===== src/sec_pkg.sv =====
// Constants, types and register layout for the serial EEPROM command block.
// Assumes a 25 MHz reference clock and a three-wire serial EEPROM with 8-bit words.
// Summary of operation
// - Setting busy starts the selected EEPROM operation
// - Busy stays set until the operation completes
// - Read data is valid when busy clears
// - Write without EEPROM clears busy at time-out
// - Busy reads high right after reset
// - Station address loads after reset when the signature byte matches, then busy clears
package sec_pkg;
   // Register byte offsets
   localparam logic [7:0] CMD_OFS = 8'hb0;
   localparam logic [7:0] DATA_OFS = 8'hb4;
   // Field positions in the command register
   localparam int BUSY_BIT = 31;
   localparam int OP_LSB = 28;
   localparam int ADDR_LSB = 0;
   localparam int ADDR_W = 7;
   localparam int DATA_W = 8;
   // Command codes
   localparam logic [2:0] OP_READ = 3'h0;
   localparam logic [2:0] OP_EWDS = 3'h1;
   localparam logic [2:0] OP_EWEN = 3'h2;
   localparam logic [2:0] OP_WRITE = 3'h3;
   // Serial frame sizes in bits
   localparam int FRAME_W = 18;
   localparam logic [4:0] LONG_BITS = 5'h12;
   localparam logic [4:0] SHORT_BITS = 5'h0a;
   // Timing
   localparam int REF_CLK_KHZ = 25000;
   localparam int SCLK_HALF_NS = 200;
   localparam int SCLK_HALF_CYC = (SCLK_HALF_NS * REF_CLK_KHZ) / 1000000;
   localparam int TIMEOUT_MS = 30;
   localparam int TIMEOUT_CYC = TIMEOUT_MS * REF_CLK_KHZ;
   // Station address load
   localparam int MAC_BYTES = 6;
   localparam logic [7:0] SIG_BYTE = 8'ha5; // Arbitrary signature value
   // Reset values
   localparam logic CMD_BUSY_RST = 1'b1;
   localparam logic [2:0] CMD_OP_RST = 3'h0;
   localparam logic [7:0] DATA_RST = 8'h00;

   typedef enum logic [1:0] {
      ST_IDLE = 2'h0,
      ST_SHIFT = 2'h1,
      ST_GAP = 2'h3,
      ST_WAIT = 2'h2
   } sec_state_t;

   typedef struct packed {
      logic busy;
      logic [2:0] op;
      logic [ADDR_W-1:0] addr;
   } sec_cmd_t;
endpackage


===== src/sec_ctrl.sv =====
// Serial EEPROM command controller with APB register access and station address load.
// Assumes APB master on REF_CLK; EEDI arrives from the EEPROM pin asynchronously.
`timescale 1ns/100ps
module sec_ctrl #(
   parameter int TIMEOUT_CYC = sec_pkg::TIMEOUT_CYC,
   parameter logic [7:0] SIG = sec_pkg::SIG_BYTE
)(
   // Clock and reset
   input wire logic REF_CLK,
   input wire logic RESET,
   // APB slave
   input wire logic PSEL,
   input wire logic PENABLE,
   input wire logic PWRITE,
   input wire logic [7:0] PADDR,
   input wire logic [31:0] PWDATA,
   output logic [31:0] PRDATA,
   output logic PREADY,
   output logic PSLVERR,
   // Serial EEPROM pins
   output logic EECS,
   output logic EECLK,
   output logic EEDO,
   input wire logic EEDI,
   // Loaded station address
   output logic [47:0] MAC_ADDR,
   output logic MAC_VALID
);
   sec_pkg::sec_state_t state_q, state_d;
   sec_pkg::sec_cmd_t cmd_q, cmd_d;
   logic [7:0] data_q, data_d;
   logic [31:0] prdata_q, prdata_d;
   logic pready_q, pready_d, pslverr_q, pslverr_d;
   logic cs_q, cs_d, sclk_q, sclk_d, do_q, do_d;
   logic [sec_pkg::FRAME_W-1:0] frame_q, frame_d;
   logic [4:0] nbits_q, nbits_d;
   logic [7:0] rx_q, rx_d;
   logic [7:0] div_q, div_d;
   logic [19:0] tmr_q, tmr_d;
   logic load_q, load_d;
   logic [2:0] idx_q, idx_d;
   logic [47:0] mac_q, mac_d;
   logic mac_valid_q, mac_valid_d;
   logic di_m, di_s;
   logic tick, wr, finish;

   // Serial frame for an operation, MSB first, left aligned
   function automatic logic [sec_pkg::FRAME_W-1:0] frame_of(logic [2:0] op,
      logic [sec_pkg::ADDR_W-1:0] addr, logic [7:0] data);
      logic [sec_pkg::FRAME_W-1:0] f;
      f = '0;
      if (op == sec_pkg::OP_READ)
      begin
         f = {1'b1, 2'h2, addr, 8'h00};
      end
      else if (op == sec_pkg::OP_WRITE)
      begin
         f = {1'b1, 2'h1, addr, data};
      end
      else if (op == sec_pkg::OP_EWEN)
      begin
         f = {1'b1, 2'h0, 7'h60, 8'h00};
      end
      else
      begin
         f = {1'b1, 2'h0, 7'h00, 8'h00};
      end
      return f;
   endfunction

   // Frame length for an operation
   function automatic logic [4:0] bits_of(logic [2:0] op);
      logic [4:0] n;
      n = sec_pkg::SHORT_BITS;
      if (op == sec_pkg::OP_READ || op == sec_pkg::OP_WRITE)
      begin
         n = sec_pkg::LONG_BITS;
      end
      return n;
   endfunction

   // Two-stage synchroniser for the EEPROM data pin
   always_ff @(posedge REF_CLK or posedge RESET)
   begin
      if (RESET)
      begin
         di_m <= 1'b0;
         di_s <= 1'b0;
      end
      else
      begin
         di_m <= EEDI;
         di_s <= di_m;
      end
   end

   // Next-state logic for bus, command register and serial engine
   always_comb
   begin
      state_d = state_q;
      cmd_d = cmd_q;
      data_d = data_q;
      cs_d = cs_q;
      sclk_d = sclk_q;
      do_d = do_q;
      frame_d = frame_q;
      nbits_d = nbits_q;
      rx_d = rx_q;
      tmr_d = tmr_q;
      load_d = load_q;
      idx_d = idx_q;
      mac_d = mac_q;
      mac_valid_d = mac_valid_q;
      finish = 1'b0;
      // Divider gives one-cycle serial half-period enable
      tick = (div_q == 8'(sec_pkg::SCLK_HALF_CYC - 1));
      div_d = tick ? 8'h00 : div_q + 8'h01;
      // APB: answer registered one cycle after setup
      pready_d = PSEL & ~PENABLE;
      prdata_d = 32'h0;
      pslverr_d = 1'b0;
      if (PSEL && !PENABLE)
      begin
         if (PADDR == sec_pkg::CMD_OFS)
         begin
            prdata_d = {cmd_q.busy, cmd_q.op, 21'h0, cmd_q.addr};
         end
         else if (PADDR == sec_pkg::DATA_OFS)
         begin
            prdata_d = {24'h0, data_q};
         end
         else
         begin
            pslverr_d = 1'b1;
         end
      end
      wr = PSEL & PENABLE & pready_q & PWRITE;
      // Command and data are locked while busy; zero to busy is ignored
      if (wr && PADDR == sec_pkg::CMD_OFS && !cmd_q.busy)
      begin
         cmd_d.op = PWDATA[sec_pkg::OP_LSB +: 3];
         cmd_d.addr = PWDATA[sec_pkg::ADDR_LSB +: sec_pkg::ADDR_W];
         cmd_d.busy = PWDATA[sec_pkg::BUSY_BIT];
      end
      if (wr && PADDR == sec_pkg::DATA_OFS && !cmd_q.busy)
      begin
         data_d = PWDATA[7:0];
      end
      // Serial engine
      case (state_q)
         sec_pkg::ST_IDLE:
         begin
            if (load_q)
            begin
               frame_d = frame_of(sec_pkg::OP_READ, {4'h0, idx_q}, 8'h00);
               nbits_d = sec_pkg::LONG_BITS;
               state_d = sec_pkg::ST_SHIFT;
               cs_d = 1'b1;
               do_d = 1'b1;
            end
            else if (cmd_q.busy && cmd_q.op <= sec_pkg::OP_WRITE)
            begin
               frame_d = frame_of(cmd_q.op, cmd_q.addr, data_q);
               nbits_d = bits_of(cmd_q.op);
               state_d = sec_pkg::ST_SHIFT;
               cs_d = 1'b1;
               do_d = 1'b1;
            end
            else if (cmd_q.busy)
            begin
               cmd_d.busy = 1'b0; // Unused codes complete at once
            end
         end
         sec_pkg::ST_SHIFT:
         begin
            if (tick && !sclk_q)
            begin
               sclk_d = 1'b1;
            end
            else if (tick)
            begin
               sclk_d = 1'b0;
               rx_d = {rx_q[6:0], di_s};
               frame_d = {frame_q[sec_pkg::FRAME_W-2:0], 1'b0};
               do_d = frame_q[sec_pkg::FRAME_W-2];
               nbits_d = nbits_q - 5'h01;
               if (nbits_q == 5'h01)
               begin
                  state_d = sec_pkg::ST_GAP;
                  cs_d = 1'b0;
                  do_d = 1'b0;
               end
            end
         end
         sec_pkg::ST_GAP:
         begin
            if (tick && cmd_q.op == sec_pkg::OP_WRITE && !load_q)
            begin
               state_d = sec_pkg::ST_WAIT;
               cs_d = 1'b1;
               tmr_d = 20'h0;
            end
            else if (tick)
            begin
               finish = 1'b1;
            end
         end
         default:
         begin
            // Ready polling; a missing EEPROM never answers
            tmr_d = tmr_q + 20'h1;
            if (di_s || tmr_q == 20'(TIMEOUT_CYC - 1))
            begin
               cs_d = 1'b0;
               finish = 1'b1;
            end
         end
      endcase
      // Completion of an operation
      if (finish)
      begin
         state_d = sec_pkg::ST_IDLE;
         if (load_q && idx_q == 3'h0 && rx_q != SIG)
         begin
            load_d = 1'b0;
            cmd_d.busy = 1'b0;
         end
         else if (load_q)
         begin
            if (idx_q != 3'h0)
            begin
               mac_d[8*(int'(idx_q)-1) +: 8] = rx_q;
            end
            idx_d = idx_q + 3'h1;
            if (idx_q == 3'(sec_pkg::MAC_BYTES))
            begin
               load_d = 1'b0;
               cmd_d.busy = 1'b0;
               mac_valid_d = 1'b1;
            end
         end
         else
         begin
            cmd_d.busy = 1'b0;
            if (cmd_q.op == sec_pkg::OP_READ)
            begin
               data_d = rx_q;
            end
         end
      end
   end

   // State registers
   always_ff @(posedge REF_CLK or posedge RESET)
   begin
      if (RESET)
      begin
         state_q <= sec_pkg::ST_IDLE;
         cmd_q <= '{busy: sec_pkg::CMD_BUSY_RST, op: sec_pkg::CMD_OP_RST, addr: '0};
         data_q <= sec_pkg::DATA_RST;
         prdata_q <= 32'h0;
         pready_q <= 1'b0;
         pslverr_q <= 1'b0;
         cs_q <= 1'b0;
         sclk_q <= 1'b0;
         do_q <= 1'b0;
         frame_q <= '0;
         nbits_q <= 5'h0;
         rx_q <= 8'h0;
         div_q <= 8'h0;
         tmr_q <= 20'h0;
         load_q <= 1'b1;
         idx_q <= 3'h0;
         mac_q <= 48'h0;
         mac_valid_q <= 1'b0;
      end
      else
      begin
         state_q <= state_d;
         cmd_q <= cmd_d;
         data_q <= data_d;
         prdata_q <= prdata_d;
         pready_q <= pready_d;
         pslverr_q <= pslverr_d;
         cs_q <= cs_d;
         sclk_q <= sclk_d;
         do_q <= do_d;
         frame_q <= frame_d;
         nbits_q <= nbits_d;
         rx_q <= rx_d;
         div_q <= div_d;
         tmr_q <= tmr_d;
         load_q <= load_d;
         idx_q <= idx_d;
         mac_q <= mac_d;
         mac_valid_q <= mac_valid_d;
      end
   end

   // Outputs straight from registers
   assign PRDATA = prdata_q;
   assign PREADY = pready_q;
   assign PSLVERR = pslverr_q;
   assign EECS = cs_q;
   assign EECLK = sclk_q;
   assign EEDO = do_q;
   assign MAC_ADDR = mac_q;
   assign MAC_VALID = mac_valid_q;

   // Checks
   busy_after_reset_a: assert property (@(posedge REF_CLK) $fell(RESET) |-> cmd_q.busy && load_q)
      else $error("busy not high after reset");
   cmd_start_a: assert property (@(posedge REF_CLK) disable iff (RESET)
      (state_q == sec_pkg::ST_IDLE && !load_q && cmd_q.busy && cmd_q.op <= sec_pkg::OP_WRITE)
      |=> state_q == sec_pkg::ST_SHIFT && EECS)
      else $error("command did not start");
   busy_hold_a: assert property (@(posedge REF_CLK) disable iff (RESET)
      state_q != sec_pkg::ST_IDLE |-> cmd_q.busy)
      else $error("busy dropped during operation");
   read_data_a: assert property (@(posedge REF_CLK) disable iff (RESET)
      ($fell(cmd_q.busy) && cmd_q.op == sec_pkg::OP_READ && !$past(load_q))
      |-> data_q == $past(rx_q))
      else $error("read data not loaded at busy clear");
   write_timeout_a: assert property (@(posedge REF_CLK) disable iff (RESET)
      (state_q == sec_pkg::ST_WAIT && tmr_q == 20'(TIMEOUT_CYC - 1)) |=> !cmd_q.busy)
      else $error("busy not cleared at time-out");
   zero_write_a: assert property (@(posedge REF_CLK) disable iff (RESET)
      (wr && PADDR == sec_pkg::CMD_OFS && !PWDATA[31] && cmd_q.busy && !finish
      && !(state_q == sec_pkg::ST_IDLE && !load_q && cmd_q.op > sec_pkg::OP_WRITE))
      |=> cmd_q.busy && $stable(cmd_q.op))
      else $error("busy changed by a zero write");
   load_end_a: assert property (@(posedge REF_CLK) disable iff (RESET)
      $fell(load_q) |-> !cmd_q.busy)
      else $error("busy still set after address load");
   cs_gap_a: assert property (@(posedge REF_CLK) disable iff (RESET)
      state_q == sec_pkg::ST_GAP |-> !EECS && !EECLK)
      else $error("chip select high in gap");
endmodule // sec_ctrl


===== config.mk =====
export PLATFORM = sky130hd
export DESIGN_NAME = sec_ctrl
export DESIGN_NICKNAME = d
export VERILOG_FILES = /design/src/sec_pkg.sv /design/src/sec_ctrl.sv
export SDC_FILE = /design/constraint.sdc
export NUM_CORES = 1
export LEC_CHECK = 0
export ABC_AREA = 0
export ABC_CLOCK_PERIOD_IN_PS = 6600
export BUFFER_PORTS_ARGS = -buffer_cell sky130_fd_sc_hd__buf_4
export CORE_MARGIN = 1.5
export CORE_UTILIZATION = 45
export DETAILED_ROUTE_END_ITERATION = 16
export PLACE_DENSITY_LB_ADDON = 0.3
export SYNTH_ARGS = -nofsm -noshare
export SYNTH_HDL_FRONTEND = slang
export SYNTH_SLANG_ARGS = --single-unit

===== constraint.sdc =====
create_clock -name REF_CLK -period 6.6 [get_ports REF_CLK]
set_clock_uncertainty 0.05 [all_clocks]
set_input_delay 1.32 -clock REF_CLK [delete_from_list [all_inputs] [get_ports REF_CLK]]
set_output_delay 1.32 -clock REF_CLK [all_outputs]
set_load 0.005 [all_outputs]

After elaboration in Yosys (flattened, before gate mapping)
Cells that the tools add are included.
{"block": "word_totals", "regBits": 171, "in_bits": 46, "output_inout_bits": 86, "word_cells": 162}
{"block": "op_classes", "add_sub_neg": 6, "magnitude_cmp": 1, "eq_ne": 21, "shift": 2, "muxes": 67, "n_bitwise": 8, "reduce_logical": 35}
{"operator": "$mux 17", "n": 5}
{"operator": "$mux 32", "n": 2}
{"operator": "$mux 8", "n": 7}
{"operator": "$bwmux 48", "n": 1}
{"operator": "$shift 8x33->48 const A", "n": 1}
{"operator": "$shiftx 8x33->48", "n": 1}
{"operator": "$pmux 20 s2", "n": 1}
{"operator": "$pmux 17 s2", "n": 1}
{"operator": "$neg 7->33", "n": 1}
{"operator": "$mux 1", "n": 29}
{"operator": "$mux 5", "n": 5}
{"operator": "$add 20x1->20 const B", "n": 1}
{"operator": "$eq 20x20->1 const B", "n": 1}
{"operator": "$mux 20", "n": 1}
{"operator": "$eq 8x8->1 const B", "n": 2}
{"operator": "$mux 16", "n": 1}
{"operator": "$mux 15", "n": 1}
{"operator": "$ne 3x3->1 const B", "n": 5}
{"operator": "$mux 2", "n": 7}
{"operator": "$reduce_and 4->1", "n": 3}
{"operator": "$reduce_and 6->1", "n": 2}
{"operator": "$logic_and 1x1->1", "n": 11}
{"operator": "$mux 11", "n": 1}
{"operator": "$pmux 5 s2", "n": 1}
{"operator": "other kinds (29)", "n": 49}

Longest topological paths before layout
Gate-level depths: netlist (run 1).
{"block": "logic_depth", "depth_word": 14, "ltp_mapped": 12, "depth_no_buf": 11}

Worst setup path before layout (run 1)
Ideal clock, no wire load.
{"block": "synth_timing", "path_type": "reg2reg", "from": "register idx_q[0]", "to": "register mac_q[0], in the netlist MAC_ADDR[0]", "setup_ns": 0.125, "t_arrival_ns": 3.519, "required_time_ns": 6.425, "setup_slack_ns": 2.906, "stages_incl_launch_ff": 11, "path_buffers": 1, "synth_period_minus_slack_ns": 3.694, "path_cell_list": "dfrtp_1 > clkbuf_1 > inv_1 > ha_1 > xnor2_1 > nand3_1 > ha_1 > or4b_2 > or3_1 > a2111oi_4 > mux2_2"}
{"block": "synth_between", "elab_chain_cells": 5, "word_cells_on_any_way": 11, "classes_between": "add/sub (2); shift (2); mux (1); bitwise (1); reduce/logical (5)"}
{"element": "start, declared", "line_no": "sec_ctrl.sv:41", "text": "logic [2:0] idx_q, idx_d;"}
{"element": "start signal, assigned", "line_no": "sec_ctrl.sv:294", "text": "idx_q <= idx_d;"}
{"element": "branches (longest 5 deep; another with $neg 7->33)"}
{"element": "end signal, assigned", "line_no": "sec_ctrl.sv:295", "text": "mac_q <= mac_d;"}
{"element": "end, declared", "line_no": "sec_ctrl.sv:42", "text": "logic [47:0] mac_q, mac_d;"}
Several ways; the timed one is not identified.
A chain may end at the register's enable or synchronous reset.

Worst setup path in the final report (run 1)
Ends and elaborated chain as after synthesis.

==> results_dict.tcl, run 1 <==
set metrics [dict create \
    place_area_um2 8230 \
    htreeDepth 4 \
    vias 5478 \
    report.final.slew_viol_count 0 \
    holdCritStartpoint "di_m" \
    postCtsSetupBuffers 0 \
    io_pins 132 \
    layout_min_cycle_time_ps 4150 \
    hold_viol_final 0 \
    hold_path.class "reg2reg" \
    synthCells 679 \
    clkSlewWorstSetupHoldPaths_ps 60 \
    drive_gt1_frac 0.267 \
    cts_sinks 151 \
    outcome "complete, no violations" \
    drt_first_iter_violations 414 \
    tightest_slew_ps 1180 \
    dpl.hpwl_um 11600 \
    p_leak_nw 4.11 \
    arrival_ps 4410 \
    start_util 0.464 \
    slew_headroom 0.210 \
    drc 0 \
    clk_path_buf_depth 2 \
    power_density_nw_per_um2 307 \
    grt_usage 0.210 \
    grt_pass1_vias 5615 \
    numCtsBuffers 17 \
    timing.rr.start "idx_q[0]" \
    antenna_found_initial 0 \
    routed_wl_um 17200 \
    rsz0062_at_grt "no" \
    yosysWarnings 0 \
    core-area_um2 16000 \
    ir_worst_vdd_v 0.000182 \
    timing.fmax_ghz 0.241 \
    grt_max_degree 94 \
    diodes 0 \
    setup_violations 0 \
    io_buffers 91 \
    cap_viol_max_count 0 \
    gp_congestion 0.853 \
    crit_fanout 11 \
    post_cts_resized 0 \
    netlist-cell-type-count 66 \
    syn_area_um2 7420 \
    synth_seq_area_share 0.510 \
    fin_util 0.553 \
    drtAntennaViolNets 0 \
    grt_pass1_wl_um 29100 \
    top_layer "met4" \
    fill_cells 1416 \
    dp.cells 962 \
    die_height_um 131 \
    crit_path_start "idx_q[0]" \
    ys_ff_latch 151 \
    cp.required_ps 6860 \
    r2r_end "MAC_ADDR[0]" \
    clk_latency_ps 430 \
    worstSetupPathType "reg2reg" \
    row_count 46 \
    min_to "di_s" \
    synth_area_per_cell_um2 10.9 \
    setup_tns_ps 0 \
    stdcell_count 992 \
    cp-end-kind "flop" \
    synth-edff-count 0 \
    wl_met3_um 782 \
    wl_per_cell_um 17.3 \
    synthToLayoutAreaGrowth_pct 19.4 \
    die_w_um 131 \
    fin_nets 831 \
    cts_tree "yes" \
    met2_length_um 8700 \
    hold_buffers 0 \
    r2r_cells 9 \
    avgViaCountPerCell 5.52 \
    fin_area_um2 8850 \
    drt-met1-wl_um 7500 \
    die_area_um2 17300 \
    grt.overflow.total 0 \
    finalCritPeriodShare 0.629 \
    async_flop_share 1.00 \
    synth_top_flop_cell "dfrtp_1" \
    cp-start-kind "flop" \
    root_buffer "clkbuf_16" \
    first_pass_iters 5 \
    r2r_setup_slack_ps 2450 \
    hold_depth 0 \
]
critical path, cell delays in order, from the launching register on:
cell and delay, ps:
dfrtp_1 610, inv_1 240, ha_1 300, xnor2_1 330, nand3_1 170, ha_1 330
or4b_2 590, or3_1 420, a2111oi_4 590, mux2_2 400
cells in the mapped netlist, types with 2 or more instances:
| cell | count | area [um^2] |
|---|---|---|
| inv_1 | 36 | 135 |
| a221oi_1 | 3 | 26.3 |
| xor2_1 | 5 | 43.8 |
| a21oi_1 | 12 | 60.1 |
| or4bb_1 | 2 | 22.5 |
| nor4b_1 | 4 | 35.0 |
| nand2_1 | 62 | 233 |
| a31oi_1 | 7 | 43.8 |
| nor3_1 | 9 | 45.0 |
| ha_1 | 20 | 250 |
| nand3b_1 | 2 | 15.0 |
| buf_1 | 2 | 7.51 |
| nand3_1 | 16 | 80.1 |
| a41oi_1 | 4 | 35.0 |
| clkbuf_1 | 24 | 90.1 |
| mux2_1 | 2 | 22.5 |
| a32oi_1 | 2 | 17.5 |
| xnor2_1 | 7 | 61.3 |
| a2111oi_4 | 3 | 82.6 |
| nor3b_1 | 4 | 30.0 |
| nand4_1 | 11 | 68.8 |
| mux2i_1 | 18 | 180 |
| or3_1 | 4 | 25.0 |
| nor2b_1 | 7 | 43.8 |
| nor2_1 | 30 | 113 |
| nor4_1 | 5 | 31.3 |
| a21oi_2 | 2 | 17.5 |
| or2_2 | 2 | 12.5 |
| o21ai_0 | 51 | 255 |
| dfstp_2 | 2 | 52.6 |
| dfrtp_1 | 149 | 3730 |
| buf_4 | 20 | 150 |
| and3_1 | 11 | 68.8 |
| and2_1 | 14 | 87.6 |
| o31ai_1 | 7 | 52.6 |
| a22oi_1 | 19 | 143 |
| o41ai_1 | 2 | 17.5 |
| nand2b_1 | 5 | 31.3 |
| and4_1 | 2 | 17.5 |
| mux2_2 | 66 | 743 |
per-stage QoR:
| step | total power, mW | hold WS, ps | worst slack [ps] |
|---|---|---|---|
| CTS | 2.73 | 301 | 2510 |
| detailed placement | 1.70 | 288 | 2530 |
| floorplan | 1.53 | 281 | 1170 |
| global route | 2.86 | 304 | 2260 |
| global placement | 1.67 | 289 | 2700 |
| finish | 2.72 | 299 | 2450 |
worst max-delay path by stage:
stage	end	slack (ps)	cells after the start
global route	MAC_ADDR[3]	2260	9
global placement	MAC_ADDR[4]	2700	9
finish	MAC_ADDR[0]	2450	9
CTS	MAC_ADDR[0]	2510	9
detailed placement	MAC_ADDR[0]	2530	9
floorplan	EECLK	1170	1
metal layers:
metal | up-vias | GRT usage
met2 | 140 | 0.349
met3 | 20 | 0.0502
met5 | - | 0
met4 | 0 | 0.0654
met1 | 2767 | 0.272
li1 | 2551 | -
logic make-up (layout without fill, tap and decap cells):
| family | after synthesis | in the layout | synth area share |
|---|---|---|---|
| flops | 151 | 151 | 0.510 |
| mux | 86 | 86 | 0.128 |
| simple gates | 201 | 201 | 0.147 |
| compound gates | 125 | 125 | 0.115 |
| fa+ha+maj | 20 | 20 | 0.0337 |
| other cells | 1 | 20 | 0.000506 |
| buf+inv | 83 | 161 | 0.0523 |
| xor+xnor | 12 | 12 | 0.0142 |
sequential cells by signal, indices dropped and copies added, names as in the netlist, 2 cells and up:
register and cells:
MAC_ADDR 48, PRDATA 12, cmd_q 11, data_q 8
div_q 8, frame_q 17, idx_q 3, nbits_q 5
rx_q 8, state_q 2, tmr_q 20
placed cells by master, fill, tap and decap left out, types with 3 or more instances in the layout:
cell type,instances
nor2b_1,7
buf_4,95
bufinv_16,4
a2111oi_4,3
inv_1,35
nor3b_1,4
a22oi_1,19
a21oi_1,12
nand4_1,11
nor4_1,5
mux2i_1,18
and3_1,11
clkbuf_8,3
nor3_1,8
or3_1,4
ha_1,20
mux2_2,66
conb_1,20
nand2b_1,5
o31ai_1,7
nand2_1,62
a31oi_1,7
nand3_1,16
clkbuf_16,17
nor2_1,30
and2_1,14
xnor2_1,7
o21ai_0,51
nor4b_1,4
a221oi_1,3
dfrtp_1,149
xor2_1,5
a41oi_1,4
power by group:
part / internal [mW] / switching, mW / leakage, nW
clock network: 0.658 / 0.373 / 0.302
logic: 0.215 / 0.382 / 1.76
registers: 1.00 / 0.0878 / 2.05
total: 1.87 / 0.843 / 4.11
area by class of cell:
class,count,area (um^2),share of cell area
tap,216,270,0.0305
clock inverter,8,146,0.0165
sequential,151,3780,0.427
multi-input combinational,464,3330,0.376
inverter,36,140,0.0158
timing repair buffer,95,713,0.0805
clock buffer,22,474,0.0536
Note: power is estimated with default switching activity, not from simulation.
==> inputs of run 2 (changes only) <==
--- a/config.mk
+++ b/config.mk
@@ -6,7 +6,7 @@
 export NUM_CORES = 1
 export LEC_CHECK = 0
 export ABC_AREA = 0
-export ABC_CLOCK_PERIOD_IN_PS = 6600
+export ABC_CLOCK_PERIOD_IN_PS = 3330
 export BUFFER_PORTS_ARGS = -buffer_cell sky130_fd_sc_hd__buf_4
 export CORE_MARGIN = 1.5
 export CORE_UTILIZATION = 45
==> constraint.sdc (replaced) <==
create_clock -name REF_CLK -period 3.33 [get_ports REF_CLK]
set_clock_uncertainty 0.05 [all_clocks]
set_input_delay 0.666 -clock REF_CLK [delete_from_list [all_inputs] [get_ports REF_CLK]]
set_output_delay 0.666 -clock REF_CLK [all_outputs]
set_load 0.005 [all_outputs]
==> run 2 against run 1 <==
Effect of this change:
- cell area is 2.2% higher
- first-iteration DRC count is 34% lower
- utilization is 1.2 points higher
- register-to-register slack worse by 2300 ps
- global-route usage is 0.15 points higher
- critical path depth is 1 higher
- final cell count is 2.0% higher
- flip-flop and latch count stayed put
- maximum frequency is 29% higher
- routed wire length is 0.71% higher
- critical endpoint is now MAC_ADDR[2]
- highest routed layer unchanged
==> results_dict.tcl, run 2 (same netlist as run 1, synthesis figures left out) <==
set metrics [dict create \
    hold_buffers 0 \
    cts_tree "yes" \
    grt.overflow.total 0 \
    diodes 0 \
    layout_min_cycle_time_ps 3230 \
    die_area_um2 17300 \
    ir_worst_vdd_v 0.000409 \
    slew_headroom 0.366 \
    power_density_nw_per_um2 591 \
    numCtsBuffers 17 \
    crit_fanout 8 \
    largest_reg_flops 48 \
    setup_violations 0 \
    wl_per_cell_um 17.1 \
    cp-end-kind "flop" \
    clkSlewWorstSetupHoldPaths_ps 60 \
    root_buffer "clkbuf_16" \
    row_count 46 \
    fin_nets 851 \
    report.final.slew_viol_count 0 \
    timing.rr.start "idx_q[1]" \
    drtAntennaViolNets 0 \
    layout_common_cells "dfrtp_1, buf_4, mux2_2" \
    cts_sinks 151 \
    crit_path_start "idx_q[1]" \
    io_buffers 91 \
    clk_path_buf_depth 2 \
    dpl.hpwl_um 11900 \
    whs_ps 271 \
    cap_viol_max_count 0 \
    crit_path_cell_trace "inv_1 > ha_4 > xnor2_4 > nand3_1 > ha_1 > or4b_2 > or3_4 > a2111oi_4 > buf_6 > mux2_2" \
    clk_latency_ps 420 \
    routed_wl_um 17300 \
    p_leak_nw 4.21 \
    core-area_um2 16000 \
    hold_path.class "in2async" \
    start_util 0.464 \
    drt_first_iter_violations 273 \
    grt_usage 0.211 \
    drc 0 \
    synthToLayoutAreaGrowth_pct 22.0 \
    antenna_found_initial 0 \
    rsz0062_at_grt "no" \
    first_pass_iters 5 \
    cp.required_ps 3590 \
    outcome "complete, no violations" \
    grt_max_degree 70 \
    avgViaCountPerCell 5.43 \
    cp-start-kind "flop" \
    hold_viol_final 0 \
    critPathMaxStageDelay_ps 590 \
    die_w_um 131 \
    cp_slowest_cell "or4b_2" \
    r2r_setup_slack_ps 100 \
    drive_gt1_frac 0.293 \
    timing.fmax_ghz 0.310 \
    tightest_slew_ps 942 \
    htreeDepth 4 \
    worstSetupPathType "reg2reg" \
    io_pins 132 \
    gp_congestion 0.816 \
    final_common_cell "dfrtp_1" \
    postCtsSetupBuffers 0 \
    die_height_um 131 \
    p_total_mw 5.35 \
    fill_cells 1364 \
    vias 5499 \
    arrival_ps 3490 \
    grt_pass1_vias 5788 \
    grt_pass1_wl_um 29300 \
    finalCritPeriodShare 0.969 \
]
## run 2: report_power, final
group | internal (mW) | switching, mW | leakage (nW)
clock | 1.23 | 0.729 | 0.284
sequential | 1.98 | 0.149 | 2.05
combinational | 0.469 | 0.794 | 1.88
## run 2: final timing paths
check | to | depth (start not counted)
max in group asynchronous | frame_q[3] | 3
worst max register to register | MAC_ADDR[2] | 10
worst min-delay path | MAC_ADDR[33] | 2
worst min register to register | di_s | 0
min in group REF_CLK | di_m | 1
worst max-delay path | MAC_ADDR[2] | 10
## run 2: layout make-up
class,count,area (um^2),share of cell area
Tap cell,216,270,0.0299
Timing Repair Buffer,115,892,0.0986
Sequential cell,151,3780,0.418
Multi-Input combinational cell,464,3370,0.372
Clock buffer,22,474,0.0524
Inverter,36,139,0.0153
Clock inverter,8,123,0.0135
## run 2: per-stage QoR
stage	util	instances	cell area (um^2)	worst slack, ps	TNS (ps)
6_report	0.566	1012	9050	102	0
5_1_grt	0.566	1012	9050	15.7	0
4_1_cts	0.563	1012	9020	40.2	0
3_5_place_dp	0.526	982	8420	-2.22	-2.22
3_3_place_gp	0.526	982	8420	109	0
2_1_floorplan	-	698	7520	-16.5	-99.1
## run 2: repair_timing
item | CTS | global route
resized for setup | 1 | 5
cloned | 0 | 0
endpoints found under the setup margin | 4 | 8
## run 2: worst max-delay path: cells and delay by family, from the launching register on
family          cells  cell delay [ps]
simple gates        3             1130
fa+ha+maj           2              520
flops               1              370
mux                 1              330
buf+inv             2              300
xor+xnor            1              210
compound gates      1              210
## run 2: per-layer routing
| layer | vias up | wire length [um] | global-route usage |
|---|---|---|---|
| met5 | - | 0 | 0 |
| li1 | 2590 | - | - |
| met2 | 155 | 8640 | 0.356 |
| met1 | 2731 | 7600 | 0.268 |
| met4 | 0 | 302 | 0.0685 |
| met3 | 23 | 783 | 0.0521 |
==> inputs of run 3 (changes only) <==
--- a/config.mk
+++ b/config.mk
@@ -5,7 +5,7 @@
 export SDC_FILE = /design/constraint.sdc
 export NUM_CORES = 1
 export LEC_CHECK = 0
-export ABC_AREA = 0
+export ABC_AREA = 1
 export ABC_CLOCK_PERIOD_IN_PS = 3330
 export BUFFER_PORTS_ARGS = -buffer_cell sky130_fd_sc_hd__buf_4
 export CORE_MARGIN = 1.5
==> run 3 against run 2 <==
Effect of this change:
- register-to-register slack better by 250 ps
- global-route usage up 1.0 points
- non-clock buffer count down 6
- power down 25%
- synthesized area up 6.2%
- critical path type unchanged
- largest power group is now the clock network
==> results_dict.tcl, run 3 <==
set metrics [dict create \
    io_pins 132 \
    yosysWarnings 0 \
    die_w_um 135 \
    gp_congestion 0.935 \
    drt_first_iter_violations 652 \
    arrival_ps 3240 \
    start_util 0.459 \
    ys_ff_latch 151 \
    slew_headroom 0.500 \
    cap_viol_max_count 0 \
    yosys.area.top_type_share 0.473 \
    drive_gt1_frac 0.146 \
    cts_tree "yes" \
    timing.fmax_ghz 0.336 \
    async_flop_share 1.00 \
    dpl.hpwl_um 13500 \
    p_clk_frac 0.523 \
    layout_min_cycle_time_ps 2970 \
    root_buffer "clkbuf_16" \
    combPwrFrac 0.021 \
    tightest_slew_ps 750 \
    cts_sinks 151 \
    io_buffers 91 \
    synth-edff-count 0 \
    wl_per_cell_um 14.6 \
    fin_nets 1153 \
    grt.overflow.total 0 \
    seqPwrFrac 0.456 \
    netlist-cell-type-count 38 \
    worstSetupPathType "reg2reg" \
    cp_num_buf_inv 3 \
    fill_cells 1615 \
    final_common_cell "nand2_1" \
    report.final.slew_viol_count 0 \
    clk_path_buf_depth 2 \
    core-area_um2 17200 \
    cp_slowest_cell "dfrtp_1" \
    p_switching_mw 0.881 \
    finalCritPeriodShare 0.893 \
    htreeDepth 4 \
    avgViaCountPerCell 5.24 \
    stdcell_count 1325 \
    p_int_mw 3.15 \
    antenna_found_initial 0 \
    die_area_um2 18300 \
    die_height_um 135 \
    regArea_um2 3780 \
    clk_latency_ps 430 \
    power_density_nw_per_um2 430 \
    hold_path.class "in2reg" \
    grt_usage 0.222 \
    hold_viol_final 0 \
    dp.cells 1291 \
    drtAntennaViolNets 0 \
    routed_wl_um 19300 \
    rsz0062_at_grt "no" \
    cp-start-kind "flop" \
    synthTopCellsByArea "dfrtp_1, nand2_1, o21ai_0" \
    crit_fanout 8 \
    cp_top_family "simple AND/OR/NAND/NOR gates" \
    synthCells 998 \
    row_count 48 \
    setup_tns_ps 0 \
    largest_reg_flops 48 \
    p_leak_nw 4.63 \
    vias 6943 \
    yosysMostFrequentCell "nand2_1" \
    critPathMaxStageDelay_ps 450 \
    setup_violations 0 \
    synth_seq_area_share 0.480 \
    crit_path_cell_trace "inv_1 > ha_1 > or2_1 > nand2_1 > nand2_2 > nor2_1 > inv_1 > ha_1 > nor2_1 > nand3_1 > o21ai_0 > nand3_1 > nor2_2 > nand4_1 > buf_4 > nand2_1 > nand2_1" \
    cp_common_cell "nand2_1" \
    layout_common_cells "nand2_1, dfrtp_1, inv_1, buf_4, o21ai_0" \
    swShare 0.218 \
    ir_worst_vdd_v 0.000321 \
    fin_util 0.546 \
    yosysTopAreaCell "dfrtp_1" \
    diodes 0 \
    clkSlewWorstSetupHoldPaths_ps 70 \
    multiInputGateArea_um2 3440 \
    numCtsBuffers 17 \
    outcome "complete, no violations" \
    grt_pass1_vias 6613 \
    synthToLayoutAreaGrowth_pct 19.1 \
    first_pass_iters 7 \
    drc 0 \
    synth_top_flop_cell "dfrtp_1" \
    yosys-top-cells-count "nand2_1, dfrtp_1, inv_1, o21ai_0, nor2_1" \
    synth_area_per_cell_um2 7.89 \
    grt_max_degree 60 \
    cp-end-kind "flop" \
    cp.required_ps 3600 \
    syn_area_um2 7880 \
    grt_pass1_wl_um 32300 \
]
==> run 3: power groups by stage <==
stage | sequential (mW) | combinational [mW] | clock, mW
after CTS | 1.84 | 0.0859 | 2.12
after global routing | 1.84 | 0.0972 | 2.21
after detailed placement | 1.87 | 0.0855 | 0
after global placement | 1.87 | 0.0845 | 0
after floorplan | 1.87 | 0.0601 | 0
final | 1.84 | 0.0830 | 2.11
==> run 3: final timing paths <==
| kind | from | end | slack (ps) | depth (start not counted) |
|---|---|---|---|---|
| max | idx_q[1] | MAC_ADDR[38] | 360 | 17 |
| min | EEDI | di_m | 300 | 1 |
| max reg2reg | idx_q[1] | MAC_ADDR[38] | 360 | 17 |
| min reg2reg | di_m | di_s | 310 | 0 |
| max in group asynchronous | RESET | tmr_q[11] | 2260 | 3 |
| min in group asynchronous | RESET | data_q[4] | 370 | 3 |
==> run 3: repair_timing <==
item,in CTS,in global routing
hold buffers,0,0
buffers inserted,0,2
gates resized for setup,0,0
setup endpoints to repair,0,16
==> run 3: cell type report <==
type / count / area share
Clock buffer: 19 / 0.0472
Clock inverter: 13 / 0.0205
Inverter: 113 / 0.0456
Multi-Input combinational cell: 695 / 0.367
Sequential cell: 151 / 0.403
Tap cell: 225 / 0.0300
Timing Repair Buffer: 109 / 0.0872
==> run 3: stage by stage <==
stage	cell area [um^2]	total power, mW	setup WS, ps	hold WS (ps)
6_report	9380	4.03	356	300
5_1_grt	9380	4.14	14.1	294
3_5_place_dp	8730	1.96	293	296
4_1_cts	9370	4.05	247	296
3_3_place_gp	8730	1.96	367	285
2_1_floorplan	7960	1.93	5.65	281
==> run 3: cells by family after synthesis <==
group | synth area share
other cells | 0.000476
buf+inv | 0.0935
fa+ha+maj | 0.0318
simple gates | 0.288
compound gates | 0.0931
xor+xnor | 0.0133
flops | 0.480
==> run 3: per-layer routing <==
metal  wire, um  share of wire  up-vias  global-route usage
li1           -              -     3421                   -
met1       8830           0.46     3274               0.305
met2       9200           0.48      206               0.357
met3        987          0.051       42              0.0426
met4        329          0.017        0              0.0621
met5          0              0        -                   0
